## src/inc/osc_pkg.sv

```systemverilog
package osc_pkg;
  // register map (byte addresses, one aligned word each)
  localparam logic [11:0] OSC_CTRL_ADDR = 12'h000; // oscillator_control
  localparam logic [11:0] OSC_KEY_ADDR = 12'h004;  // unlock key write port
  localparam logic [11:0] OSC_CFG_ADDR = 12'h008;  // config straps readback
  localparam logic [11:0] OSC_STAT_ADDR = 12'h00C; // switch engine status
  // oscillator_control field positions
  localparam int OSC_CUR_LSB = 12;
  localparam int OSC_NEXT_LSB = 8;
  localparam int OSC_SEL_LOCK_BIT = 7;
  localparam int OSC_PIN_LOCK_BIT = 6;
  localparam int OSC_PLL_LOCK_BIT = 5;
  localparam int OSC_FAIL_BIT = 3;
  localparam int OSC_PRI_SLEEP_BIT = 2;
  localparam int OSC_SEC_EN_BIT = 1;
  localparam int OSC_SWREQ_BIT = 0;
  // config word field positions (within cfg readback)
  localparam int OSC_CFG_SRC_LSB = 8;
  localparam int OSC_CFG_FCK_LSB = 6;
  localparam int OSC_CFG_PMD_LSB = 0;
  // unlock keys
  localparam logic [7:0] OSC_KEY_HI_A = 8'h78;
  localparam logic [7:0] OSC_KEY_HI_B = 8'h9A;
  localparam logic [7:0] OSC_KEY_LO_A = 8'h46;
  localparam logic [7:0] OSC_KEY_LO_B = 8'h57;
  // source codes
  localparam logic [2:0] OSC_SRC_FRC = 3'h0;
  localparam logic [2:0] OSC_SRC_FRC_PLL = 3'h1;
  localparam logic [2:0] OSC_SRC_PRI = 3'h2;
  localparam logic [2:0] OSC_SRC_PRI_PLL = 3'h3;
  localparam logic [2:0] OSC_SRC_SEC = 3'h4;
  localparam logic [2:0] OSC_SRC_LOW_POWER_INTERNAL_RC = 3'h5;
  localparam logic [2:0] OSC_SRC_RSVD = 3'h6;
  localparam logic [2:0] OSC_SRC_FRC_DIV = 3'h7;
  // primary submodes
  localparam logic [1:0] OSC_PMD_EC = 2'h0;
  localparam logic [1:0] OSC_PMD_XT = 2'h1;
  localparam logic [1:0] OSC_PMD_HS = 2'h2;
  localparam logic [1:0] OSC_PMD_OFF = 2'h3;
  // switch delay in cycles of the new clock
  localparam int OSC_SWITCH_CYCLES = 10;
  localparam logic [3:0] OSC_SWITCH_CNT = 4'(OSC_SWITCH_CYCLES);
  // reserved control bits 15, 11 and 4, forced to zero on read
  localparam logic [15:0] OSC_RSVD_MASK = 16'h8810;
endpackage

```

## src/inc/osc_cnt_if.sv

```systemverilog
`timescale 1ns/10ps
// carries a start pulse and done pulse between engine and edge counter
interface osc_cnt_if;
  logic start; // begin counting new-clock edges
  logic tick;  // one new-clock edge seen
  logic done;  // count reached
  modport ctrl (output start, output tick, input done);
  modport cnt (input start, input tick, output done);
endinterface

```

## src/design/osc_edge_cnt.sv

```systemverilog
`timescale 1ns/10ps
// counts edges of the incoming clock before the switch completes
module osc_edge_cnt
  import osc_pkg::*;
(
  input wire logic pclk,
  input wire logic presetn,
  input wire logic clk_en,
  osc_cnt_if.cnt cif
);
  logic [3:0] cnt_reg;
  logic [3:0] cnt_next;
  logic done_reg;
  logic done_next;

  // next state: load on start, decrement on tick, pulse done at zero
  always_comb begin
    cnt_next = cnt_reg;
    done_next = 1'b0;
    if (cif.start) begin
      cnt_next = OSC_SWITCH_CNT;
    end else if (cif.tick && cnt_reg != 4'h0) begin
      cnt_next = cnt_reg - 4'h1;
      done_next = (cnt_reg == 4'h1);
    end
  end

  always_ff @(posedge pclk or negedge presetn) begin
    if (!presetn) begin
      cnt_reg <= 4'h0;
      done_reg <= 1'b0;
    end else if (clk_en) begin
      cnt_reg <= cnt_next;
      done_reg <= done_next;
    end
  end

  assign cif.done = done_reg;
endmodule

```

## src/design/osc_ctrl.sv

```systemverilog
`timescale 1ns/10ps
module osc_ctrl (
  input wire logic pclk,
  input wire logic presetn,
  input wire logic clk_en,
  input wire logic psel,
  input wire logic penable,
  input wire logic pwrite,
  input wire logic [11:0] paddr,
  input wire logic [31:0] pwdata,
  input wire logic [3:0] pstrb,
  output logic [31:0] prdata,
  output logic pready,
  output logic pslverr,
  input wire logic [2:0] initial_source_cfg,
  input wire logic [1:0] primary_submode_cfg,
  input wire logic [1:0] switch_monitor_cfg,
  input wire logic pin_map_lock_one_shot_cfg,
  input wire logic osc_out_pin_function_cfg,
  input wire logic pll_locked,
  input wire logic new_clk_tick,
  input wire logic clock_fail_detect,
  input wire logic sleep_mode,
  output logic [2:0] current_source,
  output logic fail_safe_monitor,
  output logic primary_osc_run,
  output logic secondary_osc_run,
  output logic pll_run,
  output logic osc_out_as_clock,
  output logic pin_map_lock
);
  import osc_pkg::*;

  //////////////////////////////////////////////////////////////////////
  // state
  typedef enum {OSC_IDLE, OSC_WAIT} osc_sw_e;
  osc_sw_e sw_reg, sw_next;
  logic [2:0] cur_reg, cur_next;        // current_source
  logic [2:0] nxt_reg, nxt_next;        // next_source
  logic swreq_reg, swreq_next;          // switch_request
  logic sel_lock_reg, sel_lock_next;    // selection_lock
  logic pin_lock_reg, pin_lock_next;    // pin_map_lock
  logic pll_lock_reg, pll_lock_next;    // pll lock status
  logic fail_reg, fail_next;            // clock_fail_flag
  logic pri_sleep_reg, pri_sleep_next;  // primary_sleep_enable
  logic sec_en_reg, sec_en_next;        // secondary_osc_enable
  logic [1:0] key_reg, key_next;        // 0 none, 1 high first key seen, 2 low first key seen
  logic hi_open_reg, hi_open_next;      // high byte unlocked
  logic lo_open_reg, lo_open_next;      // low byte unlocked
  logic [31:0] rd_reg, rd_next;
  logic rdy_reg, rdy_next;
  logic err_reg, err_next;
  logic init_reg, init_next;            // config captured after reset
  logic start_pulse;
  osc_cnt_if cif ();

  // config decode
  logic sw_allowed, fail_safe_monitor_on, locked, pll_mode;
  assign sw_allowed = ~switch_monitor_cfg[1];
  assign fail_safe_monitor_on = (switch_monitor_cfg == 2'h0);
  assign locked = fail_safe_monitor_on & sel_lock_reg;
  assign pll_mode = (cur_reg == OSC_SRC_PRI_PLL) ||
                    (cur_reg == OSC_SRC_FRC_PLL);

  //////////////////////////////////////////////////////////////////////
  // bus decode
  logic acc, wr;
  logic [15:0] ctrl_view;
  assign acc = psel & penable & ~rdy_reg;
  assign wr = acc & pwrite;
  always_comb begin
    ctrl_view = 16'h0000;
    ctrl_view[OSC_CUR_LSB +: 3] = cur_reg;
    ctrl_view[OSC_NEXT_LSB +: 3] = nxt_reg;
    ctrl_view[OSC_SEL_LOCK_BIT] = sel_lock_reg;
    ctrl_view[OSC_PIN_LOCK_BIT] = pin_lock_reg;
    ctrl_view[OSC_PLL_LOCK_BIT] = pll_lock_reg;
    ctrl_view[OSC_FAIL_BIT] = fail_reg;
    ctrl_view[OSC_PRI_SLEEP_BIT] = pri_sleep_reg;
    ctrl_view[OSC_SEC_EN_BIT] = sec_en_reg;
    ctrl_view[OSC_SWREQ_BIT] = swreq_reg;
    ctrl_view = ctrl_view & ~OSC_RSVD_MASK;
  end

  //////////////////////////////////////////////////////////////////////
  // next-state logic for registers, unlock and switch engine
  always_comb begin
    sw_next = sw_reg;
    cur_next = cur_reg;
    nxt_next = nxt_reg;
    swreq_next = swreq_reg;
    sel_lock_next = sel_lock_reg;
    pin_lock_next = pin_lock_reg;
    fail_next = fail_reg;
    pri_sleep_next = pri_sleep_reg;
    sec_en_next = sec_en_reg;
    key_next = key_reg;
    hi_open_next = hi_open_reg;
    lo_open_next = lo_open_reg;
    rd_next = rd_reg;
    rdy_next = 1'b0;
    err_next = 1'b0;
    init_next = 1'b1;
    start_pulse = 1'b0;
    // capture straps on the first enabled edge after reset release
    if (!init_reg) begin
      cur_next = initial_source_cfg;
      nxt_next = initial_source_cfg;
    end
    if (acc) begin
      rdy_next = 1'b1;
      rd_next = 32'h0000_0000;
      case (paddr)
        OSC_CTRL_ADDR: begin
          if (!pwrite) begin
            rd_next = {16'h0000, ctrl_view};
          end else begin
            // keys open one write only
            if (pstrb[1] && hi_open_reg && !locked) begin
              nxt_next = pwdata[OSC_NEXT_LSB +: 3];
            end
            if (pstrb[0] && lo_open_reg) begin
              if (pwdata[OSC_SEL_LOCK_BIT]) begin
                sel_lock_next = 1'b1;
              end
              if (!(pin_map_lock_one_shot_cfg && pin_lock_reg)) begin
                pin_lock_next = pwdata[OSC_PIN_LOCK_BIT];
              end
              if (!pwdata[OSC_FAIL_BIT]) begin
                fail_next = 1'b0;
              end
              pri_sleep_next = pwdata[OSC_PRI_SLEEP_BIT];
              sec_en_next = pwdata[OSC_SEC_EN_BIT];
              if (pwdata[OSC_SWREQ_BIT] && sw_allowed && !locked) begin
                swreq_next = 1'b1;
              end
            end
            hi_open_next = 1'b0;
            lo_open_next = 1'b0;
          end
        end
        OSC_KEY_ADDR: begin
          if (pwrite) begin
            key_next = 2'h0;
            hi_open_next = 1'b0;
            lo_open_next = 1'b0;
            if (pwdata[7:0] == OSC_KEY_HI_A) begin
              key_next = 2'h1;
            end else if (pwdata[7:0] == OSC_KEY_LO_A) begin
              key_next = 2'h2;
            end else if (key_reg == 2'h1 &&
                         pwdata[7:0] == OSC_KEY_HI_B) begin
              hi_open_next = 1'b1;
            end else if (key_reg == 2'h2 &&
                         pwdata[7:0] == OSC_KEY_LO_B) begin
              lo_open_next = 1'b1;
            end
          end
        end
        OSC_CFG_ADDR: begin
          if (!pwrite) begin
            rd_next[OSC_CFG_SRC_LSB +: 3] = initial_source_cfg;
            rd_next[OSC_CFG_FCK_LSB +: 2] = switch_monitor_cfg;
            rd_next[OSC_CFG_PMD_LSB +: 2] = primary_submode_cfg;
          end
        end
        OSC_STAT_ADDR: begin
          if (!pwrite) begin
            rd_next[0] = (sw_reg == OSC_WAIT);
          end
        end
        default: begin
          err_next = 1'b1;
        end
      endcase
      // any other bus write breaks a key pair
      if (pwrite && paddr != OSC_KEY_ADDR) begin
        key_next = 2'h0;
      end
    end
    if (!sw_allowed) begin
      swreq_next = 1'b0;
    end
    // switch engine
    case (sw_reg)
      OSC_IDLE: begin
        if (swreq_reg) begin
          if (nxt_reg == cur_reg) begin
            swreq_next = 1'b0;
          end else begin
            fail_next = 1'b0;
            start_pulse = 1'b1;
            sw_next = OSC_WAIT;
          end
        end
      end
      OSC_WAIT: begin
        if (cif.done) begin
          cur_next = nxt_reg;
          swreq_next = 1'b0;
          sw_next = OSC_IDLE;
        end
      end
      default: begin
        sw_next = OSC_IDLE;
      end
    endcase
    if (fail_safe_monitor_on && clock_fail_detect) begin
      fail_next = 1'b1;
    end
  end

  // pll lock status: forced low while switching or not in pll mode
  always_comb begin
    pll_lock_next = pll_locked && pll_mode && sw_reg == OSC_IDLE &&
                    !start_pulse;
  end

  //////////////////////////////////////////////////////////////////////
  // registers
  always_ff @(posedge pclk or negedge presetn) begin
    if (!presetn) begin
      sw_reg <= OSC_IDLE;
      cur_reg <= OSC_SRC_FRC_DIV;
      nxt_reg <= OSC_SRC_FRC_DIV;
      swreq_reg <= 1'b0;
      sel_lock_reg <= 1'b0;
      pin_lock_reg <= 1'b0;
      pll_lock_reg <= 1'b0;
      fail_reg <= 1'b0;
      pri_sleep_reg <= 1'b0;
      sec_en_reg <= 1'b0;
      key_reg <= 2'h0;
      hi_open_reg <= 1'b0;
      lo_open_reg <= 1'b0;
      rd_reg <= 32'h0000_0000;
      rdy_reg <= 1'b0;
      err_reg <= 1'b0;
      init_reg <= 1'b0;
    end else if (clk_en) begin
      sw_reg <= sw_next;
      cur_reg <= cur_next;
      nxt_reg <= nxt_next;
      swreq_reg <= swreq_next;
      sel_lock_reg <= sel_lock_next;
      pin_lock_reg <= pin_lock_next;
      pll_lock_reg <= pll_lock_next;
      fail_reg <= fail_next;
      pri_sleep_reg <= pri_sleep_next;
      sec_en_reg <= sec_en_next;
      key_reg <= key_next;
      hi_open_reg <= hi_open_next;
      lo_open_reg <= lo_open_next;
      rd_reg <= rd_next;
      rdy_reg <= rdy_next;
      err_reg <= err_next;
      init_reg <= init_next;
    end
  end

  //////////////////////////////////////////////////////////////////////
  // oscillator enables, registered
  logic pri_reg, sec_reg, pllr_reg, oout_reg, fail_safe_monitor_reg;
  logic pri_sel;
  assign pri_sel = (cur_reg == OSC_SRC_PRI) || (cur_reg == OSC_SRC_PRI_PLL);
  always_ff @(posedge pclk or negedge presetn) begin
    if (!presetn) begin
      pri_reg <= 1'b0;
      sec_reg <= 1'b0;
      pllr_reg <= 1'b0;
      oout_reg <= 1'b0;
      fail_safe_monitor_reg <= 1'b0;
    end else if (clk_en) begin
      pri_reg <= pri_sel && primary_submode_cfg != OSC_PMD_OFF &&
                 (!sleep_mode || pri_sleep_reg);
      sec_reg <= sec_en_reg || cur_reg == OSC_SRC_SEC;
      pllr_reg <= pll_mode;
      // internal/secondary modes use the config bit; primary modes force it low
      oout_reg <= pri_sel ? 1'b0 : osc_out_pin_function_cfg;
      fail_safe_monitor_reg <= fail_safe_monitor_on;
    end
  end

  assign cif.start = start_pulse;
  assign cif.tick = new_clk_tick;
  osc_edge_cnt u_cnt (
    .pclk(pclk),
    .presetn(presetn),
    .clk_en(clk_en),
    .cif(cif)
  );

  assign prdata = rd_reg;
  assign pready = rdy_reg;
  assign pslverr = err_reg;
  assign current_source = cur_reg;
  assign fail_safe_monitor = fail_safe_monitor_reg;
  assign primary_osc_run = pri_reg;
  assign secondary_osc_run = sec_reg;
  assign pll_run = pllr_reg;
  assign osc_out_as_clock = oout_reg;
  assign pin_map_lock = pin_lock_reg;

  //////////////////////////////////////////////////////////////////////
  // checks
  property p_no_switch_cfg;
    @(posedge pclk) disable iff (!presetn)
    switch_monitor_cfg[1] |=> !swreq_reg;
  endproperty
  a_no_switch_cfg: assert property (p_no_switch_cfg) else $error("req set");
  property p_abort;
    @(posedge pclk) disable iff (!presetn)
    clk_en && init_reg && sw_reg == OSC_IDLE && swreq_reg &&
    nxt_reg == cur_reg |=> !swreq_reg;
  endproperty
  a_abort: assert property (p_abort) else $error("no abort");
  property p_pll_zero;
    @(posedge pclk) disable iff (!presetn)
    sw_reg == OSC_WAIT |=> !pll_lock_reg;
  endproperty
  a_pll_zero: assert property (p_pll_zero) else $error("pll lock");
  property p_rsvd;
    @(posedge pclk) disable iff (!presetn)
    rdy_reg && paddr == OSC_CTRL_ADDR |-> (prdata & 32'h0000_8810) == 0;
  endproperty
  a_rsvd: assert property (p_rsvd) else $error("rsvd bits");
  property p_fail_set;
    @(posedge pclk) disable iff (!presetn)
    clk_en && fail_safe_monitor_on && clock_fail_detect |=> fail_reg;
  endproperty
  a_fail_set: assert property (p_fail_set) else $error("fail lost");
  property p_pin_hold;
    @(posedge pclk) disable iff (!presetn)
    pin_map_lock_one_shot_cfg && pin_lock_reg |=> pin_lock_reg;
  endproperty
  a_pin_hold: assert property (p_pin_hold) else $error("pin lock");
  property p_commit;
    @(posedge pclk) disable iff (!presetn)
    clk_en && sw_reg == OSC_WAIT && cif.done |=> cur_reg == $past(nxt_reg)
      && !swreq_reg;
  endproperty
  a_commit: assert property (p_commit) else $error("no commit");
  property p_locked;
    @(posedge pclk) disable iff (!presetn)
    locked && !swreq_reg |=> !swreq_reg;
  endproperty
  a_locked: assert property (p_locked) else $error("lock bypass");
endmodule

```

## config.mk

```make
export PLATFORM = sky130hd
export DESIGN_NAME = osc_ctrl
export DESIGN_NICKNAME = d
export VERILOG_FILES = /design/src/inc/osc_pkg.sv /design/src/inc/osc_cnt_if.sv /design/src/design/osc_edge_cnt.sv /design/src/design/osc_ctrl.sv
export SDC_FILE = /design/constraint.sdc
export NUM_CORES = 1
export LEC_CHECK = 0
export BUFFER_PORTS_ARGS = -buffer_cell sky130_fd_sc_hd__buf_2
export CORE_MARGIN = 2
export CORE_UTILIZATION = 45
export CTS_CLUSTER_SIZE = 16
export DETAILED_ROUTE_END_ITERATION = 12
export PLACE_DENSITY = 0.79
export SYNTH_ARGS = -nofsm -noshare
export SYNTH_HDL_FRONTEND = slang
export SYNTH_SLANG_ARGS = --single-unit
```

## constraint.sdc

```tcl
create_clock -name pclk -period 2.9 [get_ports pclk]
set_clock_uncertainty 0.15 [all_clocks]
set_input_delay 0.58 -clock pclk [delete_from_list [all_inputs] [get_ports pclk]]
set_output_delay 0.58 -clock pclk [all_outputs]
set_load 0.01 [all_outputs]
```

==> impl_metrics.env, run 1 <==
export IMPL_setup_viol=0
export IMPL_worstReg2RegStart="pready"
export IMPL_drv_slew=0
export IMPL_post_cts_buffers=0
export IMPL_rsz0062_at_grt="no"
export IMPL_die_w_um=76.86
export IMPL_wl_um=5421
export IMPL_ir_drop_uv=315.6
export IMPL_ys_seq_elements=44
export IMPL_htreeDepth=2
export IMPL_cts_root_buffer="clkbuf_8"
export IMPL_ctsHoldBuffers=0
export IMPL_die_h_um=76.86
export IMPL_antenna_found_initial=0
export IMPL_grt_max_degree=45
export IMPL_grt_usage=0.1874
export IMPL_synth_distinct_cells=50
export IMPL_gr_total_overflow=0
export IMPL_die_area_sq_um=5907
export IMPL_dr_pass1_iters=4
export IMPL_outcome="finished, final reports clean"
export IMPL_tightest_slew_ns=0.9746
export IMPL_place_congestion=0.8183
export IMPL_cp_max_fo=8
export IMPL_portBuffers=67
export IMPL_syn_inst=242
export IMPL_cts_tree="built"
export IMPL_worstPathArrival_ns=2.50
export IMPL_end_kind="flop"
export IMPL_grt_pass1_vias=1932
export IMPL_rr_worst_depth=4
export IMPL_drc_errors=0
export IMPL_areaGrowthSynthToFinish_pct=19.49
export IMPL_fill_cells=471
export IMPL_reg2reg_slack_ns=0.87
export IMPL_hold_violations=0
export IMPL_place_area_sq_um=2733
export IMPL_hold_class="input pin to asynchronous set/reset pin"
export IMPL_clkLatencyLatePin_ns=0.30
export IMPL_core_area_sq_um=5107
export IMPL_clock_sinks=44
export IMPL_power_density_nw_per_um2=579.9
export IMPL_initial_core_util=0.4677
export IMPL_start_kind="input pin"
export IMPL_synth_warnings=0
export IMPL_cap_violations=0
export IMPL_hold_slack_ns=0.2841
export IMPL_antenna_cells=0
export IMPL_postRouteAntennaNets=0
export IMPL_grt_pass1_wl_um=8928
export IMPL_io_pins=110
export IMPL_final_nets=381
export IMPL_cp_data_required_time_ns=2.93
export IMPL_synthFlopType="dfrtp_1"
export IMPL_async_flop_share=1.000
export IMPL_slew_headroom=0.3503
export IMPL_syn_area_per_cell_sq_um=9.870
export IMPL_seq_area_frac_synth=0.4641
export IMPL_final_layout_size_suffix_gt1_frac=0.3291
export IMPL_cts_buffers=5
export IMPL_rows=26
export IMPL_cellLeakagePower_nw=1.428
export IMPL_post_drt_wl_per_cell_um=14.15
export IMPL_finalCritPeriodShare=0.8499
export IMPL_dp_hpwl_um=4152
export IMPL_utilization=0.5588
export IMPL_critPathKind="input pin to flop"
export IMPL_route_vias_total=1971
export IMPL_cts_resized=0
export IMPL_largest_reg_flops=13
export IMPL_final_cell_area_sq_um=2854
export IMPL_via_per_inst=5.146
export IMPL_final_setup_tns_ns=0
export IMPL_regToRegEndpoint="pri_sleep_reg"
export IMPL_first_iter_violations=101
export IMPL_clockBufferDepth=2
export IMPL_synth_edff_count=0
export IMPL_syn_area_sq_um=2389
export IMPL_max_freq_ghz=0.4057
export IMPL_final_min_clock_period_ns=2.465
export IMPL_clkTransAtPathRegs_ns=0.08
power by group:
part | leakage, nW | switching [W] | internal, W
logic | 0.798 | 0.000199 | 0.000170
registers | 0.568 | 0.0000836 | 0.000710
clock network | 0.0614 | 0.000211 | 0.000282
total | 1.43 | 0.000493 | 0.00116
layer usage:
layer  track usage  part of all wire  vias to the layer above
li1              -                 -                      963
met2        0.3202              0.49                       51
met3       0.04706             0.053                        7
met5             0                 0                        -
met1        0.2357              0.45                      950
met4       0.05091             0.010                        0
cell families after synthesis:
logic type,count (synthesis),synth area share
muxes,12,0.05291
and+or+nand+nor,86,0.2006
AOI/OAI and AO/OA,54,0.1613
DFF,44,0.4641
xor gates and xnor gates,4,0.01467
other,1,0.001570
adders and majority gates,2,0.01048
buffers and inverters,39,0.09429
worst max path at each step:
stage / from / endpoint / cells past startpoint
2_1_floorplan: paddr[9] / pri_sleep_reg / 4
6_report: paddr[9] / pri_sleep_reg / 5
3_3_place_gp: paddr[9] / pri_sleep_reg / 5
4_1_cts: paddr[9] / pri_sleep_reg / 5
5_1_grt: paddr[9] / pri_sleep_reg / 5
3_5_place_dp: paddr[9] / pri_sleep_reg / 5
layout by cell type, fill, tap and decap left out, types with 4 or more instances in the layout:
master / instances
buf_2: 67
dfrtp_1: 38
nand2_1: 27
conb_1: 19
inv_1: 13
o21ai_0: 13
nor2_1: 11
a21oi_1: 9
mux2i_1: 7
nor2b_1: 6
a22o_1: 6
nand3_1: 6
clkbuf_8: 6
dfstp_2: 6
o22ai_1: 5
mux2_2: 5
or2_2: 4
nand2b_1: 4
xnor2_1: 4
o31ai_1: 4
buf_4: 4
cell usage after synthesis (3+ instances only):
cell type / count / area (sq um)
mux2i_1: 7 / 70.07
o2bb2ai_1: 3 / 26.28
or2_2: 4 / 25.02
mux2_2: 5 / 56.30
or4_1: 3 / 22.52
dfrtp_1: 38 / 950.9
nor2b_1: 6 / 37.54
o22ai_1: 5 / 31.28
nand2b_1: 4 / 25.02
nor2_1: 11 / 41.29
a22o_1: 6 / 52.55
dfstp_2: 6 / 157.7
o211ai_1: 3 / 22.52
nand3_1: 6 / 30.03
o21ai_0: 13 / 65.06
buf_4: 19 / 142.6
nand2_1: 27 / 101.4
xnor2_1: 4 / 35.03
or3_1: 3 / 18.77
o31ai_1: 4 / 30.03
inv_1: 13 / 48.80
a21oi_1: 9 / 45.04
clkbuf_1: 6 / 22.52
nor4bb_1: 3 / 30.03
critical path: stages:
cell	delay (ns)
buf_2	0.09
or4_1	0.55
or4_4	0.57
nor3_2	0.33
mux2_2	0.38
area by class of cell:
type / count / area, sq um / area share
clock buffers: 6 / 82.58 / 0.02893
multi-input cells: 177 / 1122 / 0.3932
clock inverters: 2 / 38.79 / 0.01359
flip-flops and latches: 44 / 1109 / 0.3884
repair buffers: 71 / 365.4 / 0.1280
inverters: 13 / 48.80 / 0.01710
well taps: 70 / 87.58 / 0.03069
metrics by stage:
step / std cells / worst slack, ns / power (W)
after floorplan: 260 / 0.3843 / 0.001044
after global placement: 375 / 0.1804 / 0.001159
after detailed placement: 375 / 0.1535 / 0.001176
after CTS: 383 / 0.4522 / 0.001668
after global routing: 383 / 0.3451 / 0.001749
final: 383 / 0.4353 / 0.001655
Power figures use the tool's default switching activity.
==> run 2: changes to the inputs <==
--- a/config.mk
+++ b/config.mk
@@ -5,12 +5,13 @@
 export SDC_FILE = /design/constraint.sdc
 export NUM_CORES = 1
 export LEC_CHECK = 0
+export ABC_AREA = 1
 export BUFFER_PORTS_ARGS = -buffer_cell sky130_fd_sc_hd__buf_2
 export CORE_MARGIN = 2
 export CORE_UTILIZATION = 45
 export CTS_CLUSTER_SIZE = 16
 export DETAILED_ROUTE_END_ITERATION = 12
-export PLACE_DENSITY = 0.79
+export PLACE_DENSITY = 0.78
 export SYNTH_ARGS = -nofsm -noshare
 export SYNTH_HDL_FRONTEND = slang
 export SYNTH_SLANG_ARGS = --single-unit
==> constraint.sdc (replaced) <==
create_clock -name pclk -period 2.3 [get_ports pclk]
set_clock_uncertainty 0.15 [all_clocks]
set_input_delay 0.46 -clock pclk [delete_from_list [all_inputs] [get_ports pclk]]
set_output_delay 0.46 -clock pclk [all_outputs]
set_load 0.01 [all_outputs]
==> impl_metrics.env, run 2 <==
export IMPL_antenna_found_initial=0
export IMPL_setup_viol=0
export IMPL_crit_path_max_incr_delay_ns=0.61
export IMPL_async_flop_share=1.000
export IMPL_clockBufferDepth=2
export IMPL_portBuffers=67
export IMPL_syn_area_per_cell_sq_um=7.403
export IMPL_clock_sinks=44
export IMPL_final_cell_mix="nand2_1 (103), buf_2 (67), dfrtp_1 (38)"
export IMPL_postRouteAntennaNets=0
export IMPL_post_cts_buffers=0
export IMPL_outcome="finished, final reports clean"
export IMPL_path_cells="buf_2"
export IMPL_antenna_cells=0
export IMPL_grt_usage=0.2104
export IMPL_synth_warnings=0
export IMPL_final_setup_tns_ns=0
export IMPL_mostFrequentLayoutCell="nand2_1"
export IMPL_die_h_um=80.96
export IMPL_clkLatencyLatePin_ns=0.30
export IMPL_final_min_clock_period_ns=1.686
export IMPL_hp_start="switch_monitor_cfg[0]"
export IMPL_ys_seq_elements=44
export IMPL_via_per_inst=5.041
export IMPL_worstPathArrival_ns=1.08
export IMPL_start_kind="flop"
export IMPL_rows=28
export IMPL_grt_pass1_vias=2363
export IMPL_critPathKind="flop to primary output"
export IMPL_core_area_sq_um=5816
export IMPL_io_pins=110
export IMPL_dp_hpwl_um=4908
export IMPL_drv_slew=0
export IMPL_p_total_w=0.001907
export IMPL_initial_core_util=0.4583
export IMPL_areaGrowthSynthToFinish_pct=17.98
export IMPL_synthFlopType="dfrtp_1"
export IMPL_max_freq_ghz=0.5933
export IMPL_synth_edff_count=0
export IMPL_seq_area_frac_synth=0.4160
export IMPL_largest_reg_flops=13
export IMPL_wl_um=6408
export IMPL_route_vias_total=2556
export IMPL_cp_max_fo=7
export IMPL_final_layout_size_suffix_gt1_frac=0.2454
export IMPL_cap_violations=0
export IMPL_cts_tree="built"
export IMPL_syn_inst=360
export IMPL_hold_class="input pin to flop"
export IMPL_synth_area_top_cells="dfrtp_1 (36%), nand2_1 (15%), nand3_1 (6.0%)"
export IMPL_yosysMostFrequentCell="nand2_1"
export IMPL_syn_area_sq_um=2665
export IMPL_synth_top_area_cell="dfrtp_1"
export IMPL_cellLeakagePower_nw=1.719
export IMPL_cp_data_required_time_ns=1.69
export IMPL_cp_num_buf_inv=1
export IMPL_cp_startpoint="current_source[2]"
export IMPL_synth_top_area_frac=0.3568
export IMPL_post_drt_wl_per_cell_um=12.64
export IMPL_synth_distinct_cells=35
export IMPL_synth_commonest_cells="nand2_1 (103), dfrtp_1 (38), inv_1 (35)"
export IMPL_first_iter_violations=211
export IMPL_rsz0062_at_grt="no"
export IMPL_die_area_sq_um=6554
export IMPL_drc_errors=0
export IMPL_worstReg2RegStart="u_cnt.cnt_reg[0]"
export IMPL_place_congestion=0.8817
export IMPL_hold_violations=0
export IMPL_die_w_um=80.96
export IMPL_ir_drop_uv=214.2
export IMPL_htreeDepth=2
export IMPL_cts_root_buffer="clkbuf_8"
export IMPL_grt_max_degree=28
export IMPL_clkTransAtPathRegs_ns=0.09
export IMPL_crit_slowest_cell="dfstp_2"
export IMPL_final_nets=500
export IMPL_hold_slack_ns=0.2327
export IMPL_cpLargestDelayFamily="flip-flops"
export IMPL_cts_buffers=5
export IMPL_gr_total_overflow=0
export IMPL_finalCritPeriodShare=0.7329
export IMPL_grt_pass1_wl_um=10660
export IMPL_power_density_nw_per_um2=606.6
export IMPL_dr_pass1_iters=5
export IMPL_end_kind="primary output"
## run 2: kinds of logic after synthesis
family / count (synthesis) / share of synthesized area
compound gates: 30 / 0.06432
xor+xnor: 4 / 0.01315
fa+ha+maj: 2 / 0.009388
buf+inv: 65 / 0.1235
flops: 44 / 0.4160
other cells: 1 / 0.001407
simple gates: 214 / 0.3723
## run 2: metrics by stage
| step | cell area (sq um) | cells | utilization | worst slack, ns |
|---|---|---|---|---|
| floorplan | 2733 | 378 | - | 0.8039 |
| global placement | 3019 | 498 | 0.5191 | 0.4116 |
| detailed placement | 3019 | 498 | 0.5191 | 0.3931 |
| CTS | 3144 | 507 | 0.5407 | 0.6109 |
| global route | 3144 | 507 | 0.5407 | 0.4496 |
| finish | 3144 | 507 | 0.5407 | 0.6144 |
## run 2: worst paths after layout
check	slack, ns	endpoint	depth (start not counted)
max	0.61	current_source[2]	1
max reg2reg	0.63	u_cnt.cnt_reg[3]	6
min in group asynchronous	0.49	prdata[14]	3
min reg2reg	0.33	prdata[10]	2
min	0.23	fail_safe_monitor	2
max in group asynchronous	1.14	nxt_reg[2]	3
## run 2: layer usage
layer	global-route usage	vias to the layer above	wire, um
li1	-	1280	-
met1	0.2749	1168	2899
met2	0.3529	95	3017
met3	0.03111	13	369
met4	0.07966	0	122
met5	0	-	0
## run 2: layout make-up
cell class	count	area, sq um
fillers	595	2671
well taps	75	93.84
repair buffers	74	390.4
clock inverters	3	46.29
flip-flops and latches	44	1109
multi-input cells	269	1295
clock buffers	5	68.82
inverters	37	141.4
## run 2: timing repair
action                    in CTS  in global routing
hold buffers                   1                  0
hold endpoints to repair      17                  0
gates resized for setup        0                  0
## run 2: where the power goes
group | internal, W | total (W) | switching, W
Sequential | 0.000855 | 0.000928 | 0.0000727
Clock | 0.000327 | 0.000614 | 0.000286
Combinational | 0.000145 | 0.000366 | 0.000220
